## src/dcct_pkg.sv

```systemverilog
// dcct_pkg: register map, field layout, modes and clock sources of the dual counter/capture timer.
// assumes a 32-bit APB master; every register is one aligned word.
package dcct_pkg;

  localparam logic [7:0] ADDR_COUNTER_ONE = 8'h00;
  localparam logic [7:0] ADDR_RELOAD_CAPTURE_FIRST = 8'h04;
  localparam logic [7:0] ADDR_RELOAD_CAPTURE_SECOND = 8'h08;
  localparam logic [7:0] ADDR_COUNTER_TWO = 8'h0c;
  localparam logic [7:0] ADDR_CONTROL = 8'h10;
  localparam logic [7:0] ADDR_PENDING = 8'h14;
  localparam logic [7:0] ADDR_IRQ_ENABLE = 8'h18;

  // control register fields
  localparam int CTL_MODE_LSB = 0;
  localparam int CTL_CLKSEL1_LSB = 4;
  localparam int CTL_CLKSEL2_LSB = 8;
  localparam int CTL_PIN_FIRST_ENABLE = 12;
  localparam int CTL_PIN_SECOND_ENABLE = 13;
  localparam int CTL_EDGE_FIRST = 14;
  localparam int CTL_EDGE_SECOND = 15;
  localparam int CTL_PIN_FIRST_LEVEL = 16;
  localparam int CTL_ACCUM_LEVEL = 17;

  // pending / enable bit positions, sources A..D
  localparam int SRC_FIRST = 0;
  localparam int SRC_SECOND = 1;
  localparam int SRC_ONE_UNDERFLOW = 2;
  localparam int SRC_TWO_UNDERFLOW = 3;

  localparam logic [15:0] COUNT_PRESET = 16'hffff;
  localparam logic [15:0] COUNT_ZERO = 16'h0000;
  localparam logic [31:0] CONTROL_RESET = 32'h0000_0001;

  typedef enum logic [2:0] {
    MODE_PWM = 3'h1,
    MODE_DUAL_CAPTURE = 3'h2,
    MODE_DUAL_TIMER = 3'h3,
    MODE_CAPTURE_TIMER = 3'h4,
    MODE_DUAL_IND_CAPTURE = 3'h5
  } dcct_mode_e;

  typedef enum logic [2:0] {
    CLK_NONE = 3'h0,
    CLK_CORE = 3'h1,
    CLK_EVENT = 3'h2,
    CLK_ACCUM = 3'h3,
    CLK_TICK = 3'h4
  } dcct_clksel_e;

  typedef struct packed {
    logic [2:0] mode;
    logic [2:0] clkSel1;
    logic [2:0] clkSel2;
    logic pinFirstEnable;
    logic pinSecondEnable;
    logic edgeFirst;
    logic edgeSecond;
    logic pinFirstLevel;
    logic accumLevel;
  } dcct_ctl_s;

endpackage

```

## src/dcct_timer.sv

```systemverilog
// dcct_timer: two 16-bit down-counters with reload/capture registers, pins and pending flags.
// assumes an APB master on mclk, an external slow tick already on mclk, pin inputs asynchronous.
//
// Notes on behaviour
// - pwm mode: counter two counts down on its source, flags underflow as D
// - dual capture: pin a/b edges copy counter one into first/second register
// - dual capture with preset: capture counter one, then load it with ffff
// - each capture input has its own rising or falling edge select
// - dual capture: pin a, pin b, counter one underflow set own flags, gated
// - dual capture: counter two is a preloaded timer, flags underflow as D
// - dual capture: event or accumulate source stops counter one
// - dual capture: counter two takes every source, pin b included
// - modes 3/4: counter one reloads from first register, toggles pin a, sets A
// - software chooses pin a starting level before toggling
// - mode 3: counter two reloads from second register, sets D
// - mode 4: counter one runs on any enabled source, counter two on core or tick only
// - mode 4: pin b edge copies counter two into second register, sets B
// - mode 4 with preset: capture counter two, then load it with ffff
// - mode 4: counter two underflow sets D
// - mode 4: pin b sources stop counter two; counter one takes all sources
// - mode 5: pin a captures counter one, pin b captures counter two
// - mode 5: preset touches only the counter of that input
// - mode 5: two captures, two underflows set own flags, each gated
// - mode 5: pin b sources stop either counter
// - underflow is a down count rolling from 0000 to ffff
// - sources A, B, C drive interrupt one; D drives interrupt two
`timescale 1ns/10ps
`default_nettype none

module dcct_timer
  import dcct_pkg::*;
(
  input wire logic mclk,
  input wire logic arst_n,
  input wire logic psel,
  input wire logic penable,
  input wire logic pwrite,
  input wire logic [7:0] paddr,
  input wire logic [31:0] pwdata,
  input wire logic slowTick,
  input wire logic timerPinFirstIn,
  input wire logic timerPinSecondIn,
  output logic [31:0] prdata,
  output logic pready,
  output logic pslverr,
  output logic timerPinFirstOut,
  output logic timerPinFirstOe,
  output logic timerIrqOne,
  output logic timerIrqTwo
);

  logic [15:0] counterOne_r;
  logic [15:0] counterTwo_r;
  logic [15:0] reloadCaptureFirst_r;
  logic [15:0] reloadCaptureSecond_r;
  logic [31:0] control_r;
  logic [3:0] pending_r;
  logic [3:0] irqEnable_r;
  logic pwmSecondNext_r;
  logic pinFirstLevel_r;
  logic [2:0] syncFirst_r;
  logic [2:0] syncSecond_r;
  logic [31:0] prdata_r;
  logic pready_r;
  logic pslverr_r;
  logic irqOne_r;
  logic irqTwo_r;

  dcct_ctl_s ctl;
  assign ctl.mode = control_r[CTL_MODE_LSB +: 3];
  assign ctl.clkSel1 = control_r[CTL_CLKSEL1_LSB +: 3];
  assign ctl.clkSel2 = control_r[CTL_CLKSEL2_LSB +: 3];
  assign ctl.pinFirstEnable = control_r[CTL_PIN_FIRST_ENABLE];
  assign ctl.pinSecondEnable = control_r[CTL_PIN_SECOND_ENABLE];
  assign ctl.edgeFirst = control_r[CTL_EDGE_FIRST];
  assign ctl.edgeSecond = control_r[CTL_EDGE_SECOND];
  assign ctl.pinFirstLevel = control_r[CTL_PIN_FIRST_LEVEL];
  assign ctl.accumLevel = control_r[CTL_ACCUM_LEVEL];

  // pin sampling: a change counts when stages two and three differ
  always_ff @(posedge mclk or negedge arst_n) begin
    if (!arst_n) begin
      syncFirst_r <= 3'h0;
      syncSecond_r <= 3'h0;
    end else begin
      syncFirst_r <= {syncFirst_r[1:0], timerPinFirstIn};
      syncSecond_r <= {syncSecond_r[1:0], timerPinSecondIn};
    end
  end

  // edge select: 1 = rising, 0 = falling
  wire firstRise = syncFirst_r[1] & ~syncFirst_r[2];
  wire firstFall = ~syncFirst_r[1] & syncFirst_r[2];
  wire secondRise = syncSecond_r[1] & ~syncSecond_r[2];
  wire secondFall = ~syncSecond_r[1] & syncSecond_r[2];
  wire edgeFirst = ctl.edgeFirst ? firstRise : firstFall;
  wire edgeSecond = ctl.edgeSecond ? secondRise : secondFall;
  wire secondLevel = syncSecond_r[2];

  wire modePwm = ctl.mode == MODE_PWM;
  wire modeDualCap = ctl.mode == MODE_DUAL_CAPTURE;
  wire modeDualTmr = ctl.mode == MODE_DUAL_TIMER;
  wire modeCapTmr = ctl.mode == MODE_CAPTURE_TIMER;
  wire modeIndCap = ctl.mode == MODE_DUAL_IND_CAPTURE;

  // pin b is free as a clock source only for a counter that it does not capture into
  wire oneNoPinB = modeDualCap | modeIndCap;
  wire twoNoPinB = modeCapTmr | modeIndCap;

  function automatic logic tickOf(input logic [2:0] sel, input logic blockPin,
                                  input logic evt, input logic lvl, input logic accLvl,
                                  input logic slow);
    logic t;
    t = 1'b0;
    case (sel)
      CLK_CORE: t = 1'b1;
      CLK_EVENT: t = evt & ~blockPin;
      CLK_ACCUM: t = (lvl == accLvl) & ~blockPin;
      CLK_TICK: t = slow;
      default: t = 1'b0;
    endcase
    return t;
  endfunction

  // counter two in mode 2 takes pin b sources; counter one in mode 4 too
  wire tickOne = tickOf(ctl.clkSel1, oneNoPinB, edgeSecond, secondLevel,
                        ctl.accumLevel, slowTick);
  wire tickTwo = tickOf(ctl.clkSel2, twoNoPinB, edgeSecond, secondLevel,
                        ctl.accumLevel, slowTick);
  wire oneRunning = ctl.clkSel1 != CLK_NONE;
  wire twoRunning = ctl.clkSel2 != CLK_NONE;

  wire underOne = tickOne & (counterOne_r == COUNT_ZERO);
  wire underTwo = tickTwo & (counterTwo_r == COUNT_ZERO);

  // captures are ignored while the time base has no clock
  wire capFirstOne = (modeDualCap | modeIndCap) & edgeFirst & oneRunning;
  wire capSecondOne = modeDualCap & edgeSecond & oneRunning;
  wire capSecondTwo = (modeCapTmr | modeIndCap) & edgeSecond & twoRunning;
  wire presetOne = (capFirstOne & ctl.pinFirstEnable) |
                   (capSecondOne & ctl.pinSecondEnable);
  wire presetTwo = capSecondTwo & ctl.pinSecondEnable;

  wire reloadOneA = modeDualTmr | modeCapTmr | (modePwm & ~pwmSecondNext_r);
  wire reloadOneB = modePwm & pwmSecondNext_r;
  wire reloadTwo = modeDualTmr;

  // apb decode
  // a write lands on the edge that completes the transfer, where pready is seen high
  wire apbWrite = psel & penable & pwrite & pready_r;
  wire apbRead = psel & penable & ~pwrite & ~pready_r;
  wire hitCnt1 = paddr == ADDR_COUNTER_ONE;
  wire hitCrA = paddr == ADDR_RELOAD_CAPTURE_FIRST;
  wire hitCrB = paddr == ADDR_RELOAD_CAPTURE_SECOND;
  wire hitCnt2 = paddr == ADDR_COUNTER_TWO;
  wire hitCtl = paddr == ADDR_CONTROL;
  wire hitPnd = paddr == ADDR_PENDING;
  wire hitIen = paddr == ADDR_IRQ_ENABLE;
  wire hitAny = hitCnt1 | hitCrA | hitCrB | hitCnt2 | hitCtl | hitPnd | hitIen;

  logic [31:0] readMux;
  assign readMux = hitCnt1 ? {16'h0000, counterOne_r} :
                   hitCrA ? {16'h0000, reloadCaptureFirst_r} :
                   hitCrB ? {16'h0000, reloadCaptureSecond_r} :
                   hitCnt2 ? {16'h0000, counterTwo_r} :
                   hitCtl ? control_r :
                   hitPnd ? {28'h0000000, pending_r} :
                   hitIen ? {28'h0000000, irqEnable_r} : 32'h0000_0000;

  // counter one: capture/preset, then reload, then software write, then count
  logic [15:0] counterOne_nxt;
  always_comb begin
    counterOne_nxt = counterOne_r;
    if (presetOne) begin
      counterOne_nxt = COUNT_PRESET;
    end else if (underOne && reloadOneA) begin
      counterOne_nxt = reloadCaptureFirst_r;
    end else if (underOne && reloadOneB) begin
      counterOne_nxt = reloadCaptureSecond_r;
    end else if (apbWrite && hitCnt1) begin
      counterOne_nxt = pwdata[15:0];
    end else if (tickOne) begin
      counterOne_nxt = counterOne_r - 16'h0001;
    end
  end

  logic [15:0] counterTwo_nxt;
  always_comb begin
    counterTwo_nxt = counterTwo_r;
    if (presetTwo) begin
      counterTwo_nxt = COUNT_PRESET;
    end else if (underTwo && reloadTwo) begin
      counterTwo_nxt = reloadCaptureSecond_r;
    end else if (apbWrite && hitCnt2) begin
      counterTwo_nxt = pwdata[15:0];
    end else if (tickTwo) begin
      counterTwo_nxt = counterTwo_r - 16'h0001;
    end
  end

  // capture wins over a software write in the same cycle
  wire [15:0] crA_nxt = capFirstOne ? counterOne_r :
                        (apbWrite && hitCrA) ? pwdata[15:0] : reloadCaptureFirst_r;
  wire [15:0] crB_nxt = capSecondOne ? counterOne_r :
                        capSecondTwo ? counterTwo_r :
                        (apbWrite && hitCrB) ? pwdata[15:0] : reloadCaptureSecond_r;

  // pending sources per mode
  wire setA = capFirstOne | (underOne & (modeDualTmr | modeCapTmr)) |
              (underOne & modePwm & ~pwmSecondNext_r);
  wire setB = capSecondOne | capSecondTwo | (underOne & modePwm & pwmSecondNext_r);
  wire setC = underOne & (modeDualCap | modeIndCap);
  wire setD = underTwo;
  wire [3:0] setVec = {setD, setC, setB, setA};
  // pending is write-one-to-clear; a set in the same cycle wins
  wire [3:0] clrVec = (apbWrite && hitPnd) ? pwdata[3:0] : 4'h0;
  wire [3:0] pending_nxt = setVec | (pending_r & ~clrVec);

  wire pinToggle = underOne & ctl.pinFirstEnable & (modePwm | modeDualTmr | modeCapTmr);
  wire pinDriven = modePwm | modeDualTmr | modeCapTmr;
  wire ctlWrite = apbWrite & hitCtl;

  always_ff @(posedge mclk or negedge arst_n) begin
    if (!arst_n) begin
      counterOne_r <= 16'h0000;
      counterTwo_r <= 16'h0000;
      reloadCaptureFirst_r <= 16'h0000;
      reloadCaptureSecond_r <= 16'h0000;
    end else begin
      counterOne_r <= counterOne_nxt;
      counterTwo_r <= counterTwo_nxt;
      reloadCaptureFirst_r <= crA_nxt;
      reloadCaptureSecond_r <= crB_nxt;
    end
  end

  always_ff @(posedge mclk or negedge arst_n) begin
    if (!arst_n) begin
      control_r <= CONTROL_RESET;
      irqEnable_r <= 4'h0;
      pending_r <= 4'h0;
    end else begin
      if (ctlWrite) begin
        control_r <= pwdata;
      end
      if (apbWrite && hitIen) begin
        irqEnable_r <= pwdata[3:0];
      end
      pending_r <= pending_nxt;
    end
  end

  // pwm alternation restarts from the first register on mode entry or clock stop
  always_ff @(posedge mclk or negedge arst_n) begin
    if (!arst_n) begin
      pwmSecondNext_r <= 1'b0;
    end else if (ctlWrite || !oneRunning) begin
      pwmSecondNext_r <= 1'b0;
    end else if (underOne && modePwm) begin
      pwmSecondNext_r <= ~pwmSecondNext_r;
    end
  end

  // writing control reloads the starting level, so toggling starts where software chose
  always_ff @(posedge mclk or negedge arst_n) begin
    if (!arst_n) begin
      pinFirstLevel_r <= 1'b0;
    end else if (ctlWrite) begin
      pinFirstLevel_r <= pwdata[CTL_PIN_FIRST_LEVEL];
    end else if (pinToggle) begin
      pinFirstLevel_r <= ~pinFirstLevel_r;
    end
  end

  always_ff @(posedge mclk or negedge arst_n) begin
    if (!arst_n) begin
      timerPinFirstOut <= 1'b0;
      timerPinFirstOe <= 1'b0;
      irqOne_r <= 1'b0;
      irqTwo_r <= 1'b0;
    end else begin
      timerPinFirstOut <= pinFirstLevel_r;
      timerPinFirstOe <= pinDriven;
      irqOne_r <= |(pending_r[2:0] & irqEnable_r[2:0]);
      irqTwo_r <= pending_r[SRC_TWO_UNDERFLOW] & irqEnable_r[SRC_TWO_UNDERFLOW];
    end
  end

  // one wait state: ready rises in the second access cycle
  always_ff @(posedge mclk or negedge arst_n) begin
    if (!arst_n) begin
      pready_r <= 1'b0;
      pslverr_r <= 1'b0;
      prdata_r <= 32'h0000_0000;
    end else begin
      pready_r <= psel & penable & ~pready_r;
      pslverr_r <= psel & penable & ~pready_r & ~hitAny;
      prdata_r <= apbRead ? readMux : 32'h0000_0000;
    end
  end

  assign prdata = prdata_r;
  assign pready = pready_r;
  assign pslverr = pslverr_r;
  assign timerIrqOne = irqOne_r;
  assign timerIrqTwo = irqTwo_r;

endmodule // dcct_timer

`default_nettype wire

```

## config.mk

```make
export PLATFORM = sky130hd
export DESIGN_NAME = dcct_timer
export DESIGN_NICKNAME = d
export VERILOG_FILES = /design/src/dcct_pkg.sv /design/src/dcct_timer.sv
export SDC_FILE = /design/constraint.sdc
export NUM_CORES = 1
export LEC_CHECK = 0
export BUFFER_PORTS_ARGS = -buffer_cell sky130_fd_sc_hd__buf_4
export CAP_MARGIN = 30
export CORE_MARGIN = 5
export CORE_UTILIZATION = 40
export DETAILED_ROUTE_END_ITERATION = 6
export PLACE_DENSITY = 0.68
export REMOVE_ABC_BUFFERS = 1
export SLEW_MARGIN = 0
export SYNTH_ARGS = -nofsm -noshare
export SYNTH_HDL_FRONTEND = slang
export SYNTH_SLANG_ARGS = --single-unit
```

## constraint.sdc

```tcl
create_clock -name mclk -period 2 [get_ports mclk]
set_input_delay 0.2 -clock mclk [delete_from_list [all_inputs] [get_ports mclk]]
set_output_delay 0.2 -clock mclk [all_outputs]
set_load 0.01 [all_outputs]
```

==> out/results.tsv, run 1 <==
stage	metric	value	unit
run_status	outcome	finished, violations left	
run_status	failing checks	DRC, setup timing	
global_route	GRT met2 Usage	38.8	%
placement	gpl congestion	0.933	
placement	port bufs	85	
route	Routed WL per cell	20.2	µm
final_layout	area growth from synthesis to layout	45.0	%
logic_synthesis	Post-synth EDFFs	0	
clocking	clk root buf	clkbuf_16	
setup_path	slowest CP cell	dfrtp_2	
global_route	pin count of the biggest net entering global routing	45	
route	via count	8447	
clocking	H-tree depth	4	
placement	hpwl dp	19500	µm
placement	DP Worst Slack	-0.288	ns
sta	final cycle utilization of the critical path	107	%
floorplan	initial core utilization	40.8	%
sta	total negative slack	-2.50	ns
final_layout	ANT cells	0	
sta	RSZ-0062 raised after global routing	yes	
setup_path	required time of the critical path	2.33	ns
setup_path	data arrival time of the worst path	2.47	ns
logic_synthesis	Synth top area share	45.0	%
logic_synthesis	Netlist Area Pre-Place	0.00828	mm²
setup_path	CP cell instances	or3_4, buf_6, and2_4, a32oi_4, buf_6, nand3_4, buf_6, o221a_4	
route	Residual DRC	4	
floorplan	Rows	52	
final_layout	Filler Cell Count	1700	
worst_hold_path	worst hold path type	in2reg	
sta	f_max	467	MHz
floorplan	Core Region	0.0203	mm²
global_route	All-Layer GR Usage	23.5	%
logic_synthesis	Main synth FF type	dfrtp_1	
run	maxcap violations	0	
route	vias per cell	5.81	
floorplan	die area	0.0237	mm²
sta	Slew Limit Fails	0	
clocking	worst skew pair latency	0.44	ns
logic_synthesis	asr flop ratio synth	100	%
global_route	met1 Usage GRT	30.0	%
logic_synthesis	most instantiated cells after synthesis	155 x nand2_1, 149 x dfrtp_1, 106 x nor2_1	
floorplan	Die Span Y	154	µm
logic_synthesis	synth unique cells	68	
setup_path	WS Path Type	reg2reg	
logic_synthesis	largest cells by area after synthesis	dfrtp_1 45%, nand2_1 7.0%, nor2_1 4.8%, mux2i_1 4.2%, a21oi_1 3.9%	
clocking	number of buffers created by CTS	17	
sta	setup violators final	43	
logic_synthesis	most common cell in the netlist	nand2_1	
pwr	Lkg Pwr	5.20	nW
floorplan	IO Pins	86	
sta	Worst Tran Pin Value	0.637	ns
global_route	vias in the first global route	8194	
route	DRT Pass-1 Iters	7	
logic_synthesis	Seq/Total Area, Yosys	45.3	%
floorplan	Die Width	154	µm
clocking	Clock Path Buffers	2	
setup_path	Critical Path Max Stage Delay	0.45	ns
global_route	global-route wire length before repair	44400	µm
logic_synthesis	Synth area leader	dfrtp_1	
sta	Slew headroom	57.4	%
global_route	initial antenna violation count	0	
worst_hold_path	Hold Crit Start	pwdata[13]	
setup_path	crit-path max FO	6	
setup_path	cell family with most CP delay	simple AND/OR/NAND/NOR gates	
clocking	clk slew on worst S/H paths	0.07	ns
route	Initial DRC Count	870	
clocking	# clock sinks	150	
placement	Area after DPL	0.0102	mm²
setup_path	cell mode on critical path	buf_6	
global_route	GR peak layer	met2	
sta	skew final	0.0126	ns
global_route	grt total ovfl	0	
sta	Min Hold Slack	0.0620	ns
pwr	Power Density	634	mW/mm²
logic_synthesis	syn_area_per_cell	8.78	µm²
sta	final worst setup slack	-0.141	ns
pwr	Worst VDD drop	0.000596	V
final_layout	Final nets	1224	
sta	final hold violation count	0	
logic_synthesis	synthesized flop and latch total	150	
clocking	CTS tree	built	
setup_path	Setup crit end kind	flip-flop	
route	Routed Antenna Nets	0	
final_layout	post-route design area	0.0120	mm²
setup_path	Setup crit start	control_r[4]	
final_layout	share of cells above drive strength 1	33.8	%
logic_synthesis	Mapped Cells	943	
setup_path	CP bufs+invs	3	
logic_synthesis	YS warnings	0	
setup_path	CP Launch Type	flip-flop	
route	Total Wirelength	29400	µm
global_route	met3 Use GR	4.81	%
setup_path	reg-to-reg startpoint	control_r[4]	
sta	min cycle time layout	2.14	ns
metrics by stage:
| step | utilization (%) | power [W] | cells |
|---|---|---|---|
| 6_report | 59.2 | 0.00761 | 1455 |
| 5_1_grt | 59.2 | 0.00787 | 1455 |
| 4_1_cts | 56.7 | 0.00753 | 1439 |
| 3_5_place_dp | 50.4 | 0.00423 | 1366 |
| 3_3_place_gp | 50.3 | 0.00421 | 1365 |
| 2_1_floorplan | - | 0.00368 | 874 |
cells by family after synthesis:
family,synth area share (%)
xor+xnor,2.64
mux,5.86
simple gates,23.5
fa+ha+maj,0.604
buf+inv,4.08
compound gates,18.0
flops,45.3
cell type report:
type                    instances  area [µm²]  area share [%]
multi-input cells             713        4710            39.2
clock buffers                  17         425            3.54
well taps                     270         338            2.81
repair buffers                278        2570            21.4
flip-flops and latches        150        3760            31.3
clock inverters                15         160            1.33
inverters                      12        45.0           0.375
cells in the final DEF (no fill, tap or decap), types with 15 or more instances in the layout:
cell type,instances
clkbuf_16,20
o21ai_0,30
and2_1,18
buf_12,18
dfrtp_1,145
nand2_1,154
a31oi_1,18
buf_4,205
buf_6,26
mux2i_1,32
nor2_1,99
dlygate4sd3_1,19
a22oi_1,15
xor2_1,18
nand3_1,15
o21ai_1,43
a21oi_1,58
power by group:
part           switching, W  internal, W  total, W  leakage (nW)
combinational      0.000636     0.000532   0.00117          3.09
sequential         0.000102      0.00313   0.00323          1.83
clock               0.00145      0.00176   0.00321         0.281
total               0.00219      0.00542   0.00761          5.20
sequential cells by signal, indices dropped and copies added (netlist names), 3 cells and up:
name                   count
control_r                 32
prdata                    32
counterOne_r              16
counterTwo_r              16
reloadCaptureFirst_r      16
reloadCaptureSecond_r     16
irqEnable_r                4
pending_r                  4
syncFirst_r                3
syncSecond_r               3
what timing repair did:
item | 4_1_cts | 5_1_grt
pin swaps | 29 | 36
gates resized for setup | 72 | 78
endpoints found under the setup margin | 53 | 55
hold buffers | 19 | 0
gates cloned | 4 | 3
hold endpoints to repair | 59 | 0
setup buffers | 20 | 15
per-layer routing:
| metal | vias to the layer above | wire length, µm | share of wire [%] |
|---|---|---|---|
| li1 | 3818 | - | - |
| met1 | 4017 | 11500 | 39 |
| met2 | 478 | 14000 | 48 |
| met3 | 134 | 2510 | 8.5 |
| met4 | 0 | 1380 | 4.7 |
| met5 | - | 0 | 0 |
path summary, 6_finish.rpt:
path,to,slack (ns),depth (start not counted)
max,counterOne_r[5],-0.14,8
min,control_r[13],0.06,2
max reg2reg,counterOne_r[5],-0.14,8
min reg2reg,syncFirst_r[1],0.35,0
max in group asynchronous,prdata[28],1.01,3
min in group asynchronous,prdata[4],0.26,2
Power figures use the tool's default switching activity.
==> run 2, diff against run 1 <==
- PLACE_DENSITY: 0.68 -> 0.66
- clock period: 2 -> 2.1 ns (I/O delays scaled with it)
==> out/results.tsv, run 2 (same netlist as run 1, synthesis figures left out) <==
stage	metric	value	unit
run_status	outcome	finished, violations left	
run_status	failing checks	setup timing	
setup_path	CP cell instances	buf_6, or3_4, buf_6, and2_4, a32oi_4, o21ai_4, nand4b_1, o221a_4	
setup_path	cell family with most CP delay	simple AND/OR/NAND/NOR gates	
placement	DP Worst Slack	-0.112	ns
placement	gpl congestion	0.896	
global_route	global-route wire length before repair	42700	µm
pwr	Power Density	637	mW/mm²
setup_path	CP bufs+invs	2	
setup_path	cell mode on critical path	buf_6	
clocking	clk slew on worst S/H paths	0.06	ns
setup_path	Setup crit end kind	flip-flop	
floorplan	Die Width	154	µm
worst_hold_path	Hold Crit Start	penable	
route	DRT Pass-1 Iters	5	
final_layout	Filler Cell Count	1769	
setup_path	CP Launch Type	flip-flop	
global_route	pin count of the biggest net entering global routing	53	
sta	min cycle time layout	2.18	ns
floorplan	Core Region	0.0203	mm²
placement	Post-Place Cells	1351	
placement	hpwl dp	19600	µm
setup_path	Setup crit start	control_r[4]	
floorplan	IO Pins	86	
route	Routed Antenna Nets	0	
floorplan	Rows	52	
setup_path	slowest CP cell	dfrtp_1	
pwr	combinational share of power	14.6	%
sta	Worst Tran Pin Value	0.620	ns
final_layout	ANT cells	0	
clocking	worst skew pair latency	0.43	ns
global_route	vias in the first global route	7781	
sta	RSZ-0062 raised after global routing	yes	
setup_path	reg-to-reg startpoint	control_r[4]	
clocking	Clock Path Buffers	2	
global_route	All-Layer GR Usage	22.8	%
final_layout	area growth from synthesis to layout	40.0	%
setup_path	required time of the critical path	2.42	ns
pwr	fraction of power spent switching nets	27.4	%
route	Residual DRC	0	
clocking	CTS tree	built	
floorplan	initial core utilization	40.8	%
sta	final cycle utilization of the critical path	104	%
setup_path	WS Path Type	reg2reg	
worst_hold_path	worst hold path type	in2reg	
clocking	clk root buf	clkbuf_16	
final_layout	Cell Count, Final, Fillers Out	1428	
global_route	grt total ovfl	0	
setup_path	Critical Path Max Stage Delay	0.40	ns
floorplan	die area	0.0237	mm²
final_layout	Finished Core Util	57.1	%
pwr	sequential share of power	41.6	%
final_layout	share of cells above drive strength 1	31.2	%
run	maxcap violations	0	
sta	f_max	459	MHz
clocking	H-tree depth	4	
sta	Slew Limit Fails	0	
pwr	Net Sw Power	0.00202	W
pwr	Power Internal	0.00536	W
sta	final hold violation count	0	
floorplan	Die Span Y	154	µm
setup_path	data arrival time of the worst path	2.50	ns
route	Initial DRC Count	662	
route	Routed WL per cell	19.8	µm
clocking	# clock sinks	150	
sta	final worst setup slack	-0.0808	ns
final_layout	most frequent cells in the layout	198 x buf_4, 147 x dfrtp_1, 146 x nand2_1	
pwr	clock power share	43.8	%
clocking	number of buffers created by CTS	17	
sta	setup violators final	22	
route	Total Wirelength	28300	µm
pwr	Worst VDD drop	0.000516	V
sta	Slew headroom	58.5	%
route	vias per cell	5.73	
placement	port bufs	85	
final_layout	Final nets	1197	
global_route	initial antenna violation count	0	
sta	skew final	0.0139	ns
pwr	Lkg Pwr	5.02	nW
route	via count	8183	
setup_path	crit-path max FO	8	
final_layout	most common cell after layout, fill and taps aside	buf_4	
sta	Min Hold Slack	0.0642	ns
-- run 2: cell count changes in the layout (fill, tap and decap cells not counted), sizes merged --
cell / change
buf: -26
bufinv: +2
inv: -2
clkbuf: -1
-- run 2: repair_timing --
action	4_1_cts	5_1_grt
endpoints found under the hold margin	65	0
cloned	1	6
hold buffers	19	0
pin swaps	7	41
resized for setup	24	89
buffers inserted	4	16
setup endpoints to repair	45	51
-- run 2: power by group through the flow --
stage | Sequential [W] | Combinational, W | Clock (W)
after detailed placement | 0.00310 | 0.000932 | 0
after global placement | 0.00309 | 0.000913 | 0
final | 0.00307 | 0.00108 | 0.00323
after global routing | 0.00309 | 0.00116 | 0.00339
after CTS | 0.00305 | 0.000999 | 0.00327
after floorplan | 0.00316 | 0.000347 | 0
-- run 2: routing by layer --
layer	vias to the layer above	share of wire, %	global-route usage [%]
li1	3759	-	-
met1	3985	42	30.2
met2	354	47	36.4
met3	85	6.6	4.33
met4	0	4.6	10.3
met5	-	0	0
-- run 2: layout make-up --
| type | count | area (µm²) | area share [%] |
|---|---|---|---|
| multi-input combinational | 713 | 4630 | 39.9 |
| sequential | 150 | 3760 | 32.4 |
| clock buffer | 17 | 425 | 3.67 |
| timing repair buffer | 251 | 2210 | 19.0 |
| clock inverter | 15 | 194 | 1.67 |
| inverter | 12 | 45.0 | 0.388 |
| tap | 270 | 338 | 2.91 |
-- run 2: worst paths after layout --
path / end / slack (ns) / depth (start not counted)
min in group asynchronous: reloadCaptureFirst_r[0] / 0.31 / 2
max: counterOne_r[5] / -0.08 / 8
min: pready / 0.06 / 3
max in group asynchronous: syncSecond_r[1] / 1.14 / 3
min reg2reg: syncFirst_r[1] / 0.35 / 0
max reg2reg: counterOne_r[5] / -0.08 / 8
-- run 2: worst min-delay path, cell delays in order --
cell and delay (ns):
buf_4 0.11, nand2_1 0.09, nor2_1 0.05
-- run 2: per-stage QoR --
step	instance area [µm²]	TNS [ns]	total power (W)
3_3_place_gp	10000	-1.76	0.00401
2_1_floorplan	7990	-107.76	0.00350
5_1_grt	11600	-2.45	0.00764
4_1_cts	11000	-0.309	0.00733
3_5_place_dp	10100	-1.69	0.00403
6_report	11600	-0.455	0.00738
==> run 3, diff against run 2 <==
==> constraint.sdc (replaced) <==
create_clock -name mclk -period 2.1 [get_ports mclk]
set_input_delay 0 -clock mclk [delete_from_list [all_inputs] [get_ports mclk]]
set_output_delay 0 -clock mclk [all_outputs]
set_load 0.01 [all_outputs]
==> out/results.tsv, run 3 (same netlist as run 1, synthesis figures left out) <==
stage	metric	value	unit
route	Initial DRC Count	806	
sta	final worst setup slack	-0.123	ns
route	Routed Antenna Nets	0	
sta	Min Hold Slack	0.0203	ns
global_route	global-route wire length before repair	43600	µm
setup_path	required time of the critical path	2.47	ns
clocking	# clock sinks	150	
sta	skew final	0.0137	ns
clocking	clk root buf	clkbuf_16	
route	vias per cell	5.68	
run_status	failing checks	setup timing	
clocking	worst skew pair latency	0.44	ns
worst_hold_path	worst hold path type	in2reg	
final_layout	ANT cells	0	
final_layout	post-route design area	0.0117	mm²
route	DRT Pass-1 Iters	6	
floorplan	die area	0.0237	mm²
route	Routed WL per cell	19.9	µm
sta	min cycle time layout	2.22	ns
run	maxcap violations	0	
final_layout	Final nets	1211	
sta	Slew Limit Fails	0	
setup_path	Setup crit end kind	flip-flop	
sta	final hold violation count	0	
route	Residual DRC	0	
global_route	met1 Usage GRT	31.0	%
global_route	pin count of the biggest net entering global routing	49	
setup_path	Worst R2R Setup Slack	-0.12	ns
global_route	grt total ovfl	0	
placement	port bufs	85	
pwr	Lkg Pwr	5.06	nW
floorplan	IO Pins	86	
placement	Post-Place Cells	1344	
clocking	H-tree depth	4	
route	via count	8191	
pwr	Power Density	628	mW/mm²
floorplan	Die Width	154	µm
floorplan	Rows	52	
placement	gpl congestion	0.905	
global_route	GRT met2 Usage	38.5	%
route	Total Wirelength	28700	µm
final_layout	most frequent cells in the layout	195 x buf_4, 151 x nand2_1, 147 x dfrtp_1	
clocking	Clock Path Buffers	2	
setup_path	WS Path Type	reg2reg	
floorplan	Die Span Y	154	µm
placement	Area after DPL	0.0100	mm²
global_route	met3 Use GR	3.82	%
final_layout	Cell Count, Final, Fillers Out	1442	
sta	RSZ-0062 raised after global routing	yes	
floorplan	initial core utilization	40.8	%
sta	Slew headroom	66.2	%
run_status	outcome	finished, violations left	
floorplan	Core Region	0.0203	mm²
placement	hpwl dp	19700	µm
setup_path	CP Launch Type	flip-flop	
clocking	number of buffers created by CTS	17	
final_layout	most common cell after layout, fill and taps aside	buf_4	
sta	final cycle utilization of the critical path	106	%
global_route	All-Layer GR Usage	23.1	%
final_layout	share of cells above drive strength 1	29.1	%
clocking	clk slew on worst S/H paths	0.07	ns
sta	Worst Tran Pin Value	0.508	ns
setup_path	crit-path max FO	3	
setup_path	data arrival time of the worst path	2.59	ns
global_route	initial antenna violation count	0	
global_route	GR peak layer	met2	
sta	f_max	450	MHz
sta	total negative slack	-0.490	ns
sta	setup violators final	13	
pwr	Worst VDD drop	0.000585	V
final_layout	area growth from synthesis to layout	41.0	%
global_route	vias in the first global route	7920	
clocking	CTS tree	built	
run 3: cell types whose count changed in the layout (fill, tap and decap cells not counted), sizes merged:
cell and change:
buf -7, bufinv -1, clkbuf +1, clkinv -2, clkinvlp -1, dlygate4sd3 +21
inv +4, o21ai -1
run 3: power breakdown:
group,internal (W),leakage (nW),switching [W]
Combinational,0.000495,2.93,0.000579
Clock,0.00180,0.294,0.00140
Sequential,0.00297,1.83,0.0000867
run 3: per-layer routing:
metal | part of all wire (%) | wire length [µm] | vias to the layer above
li1 | - | - | 3787
met1 | 41 | 11900 | 3972
met2 | 49 | 14000 | 370
met3 | 7.5 | 2140 | 62
met4 | 2.5 | 725 | 0
met5 | 0 | 0 | -
run 3: final timing paths:
path | endpoint | cells past startpoint | startpoint
setup reg to reg | pwmSecondNext_r | 7 | control_r[15]
max in group asynchronous | control_r[0] | 3 | arst_n
setup / recovery | pwmSecondNext_r | 7 | control_r[15]
min in group asynchronous | pslverr | 2 | arst_n
hold / removal | pending_r[2] | 5 | paddr[0]
hold reg to reg | syncFirst_r[1] | 0 | syncFirst_r[0]
run 3: final cells by class:
type,count,area [µm²]
Clock inverter,15,178
Fill cell,1779,8620
Sequential cell,150,3760
Tap cell,270,338
Inverter,12,45.0
Clock buffer,17,425
Multi-Input combinational cell,712,4550
Timing Repair Buffer,266,2380
run 3: per-stage QoR:
step / setup WS (ns) / utilization (%) / total power [W]
floorplan: -1.78 / - / 0.00350
global placement: -0.151 / 49.1 / 0.00399
detailed placement: -0.226 / 49.2 / 0.00401
CTS: -0.0175 / 55.1 / 0.00728
global route: -0.194 / 57.5 / 0.00758
finish: -0.123 / 57.5 / 0.00733
run 3: worst max-delay path, cell delays in order, from the launching register on:
cell,delay (ns)
dfrtp_1,0.40
buf_4,0.16
nor4b_4,0.25
a211oi_2,0.12
o41a_4,0.50
nor4_2,0.33
xor2_1,0.20
and3_1,0.19
run 3: repair_timing:
| item | CTS | global route |
|---|---|---|
| cloned | 0 | 5 |
| hold buffers | 40 | 0 |
| hold endpoints to repair | 204 | 0 |
| endpoints found under the setup margin | 45 | 49 |
| pin swaps | 12 | 22 |
| resized for setup | 33 | 57 |
| buffers inserted | 5 | 17 |
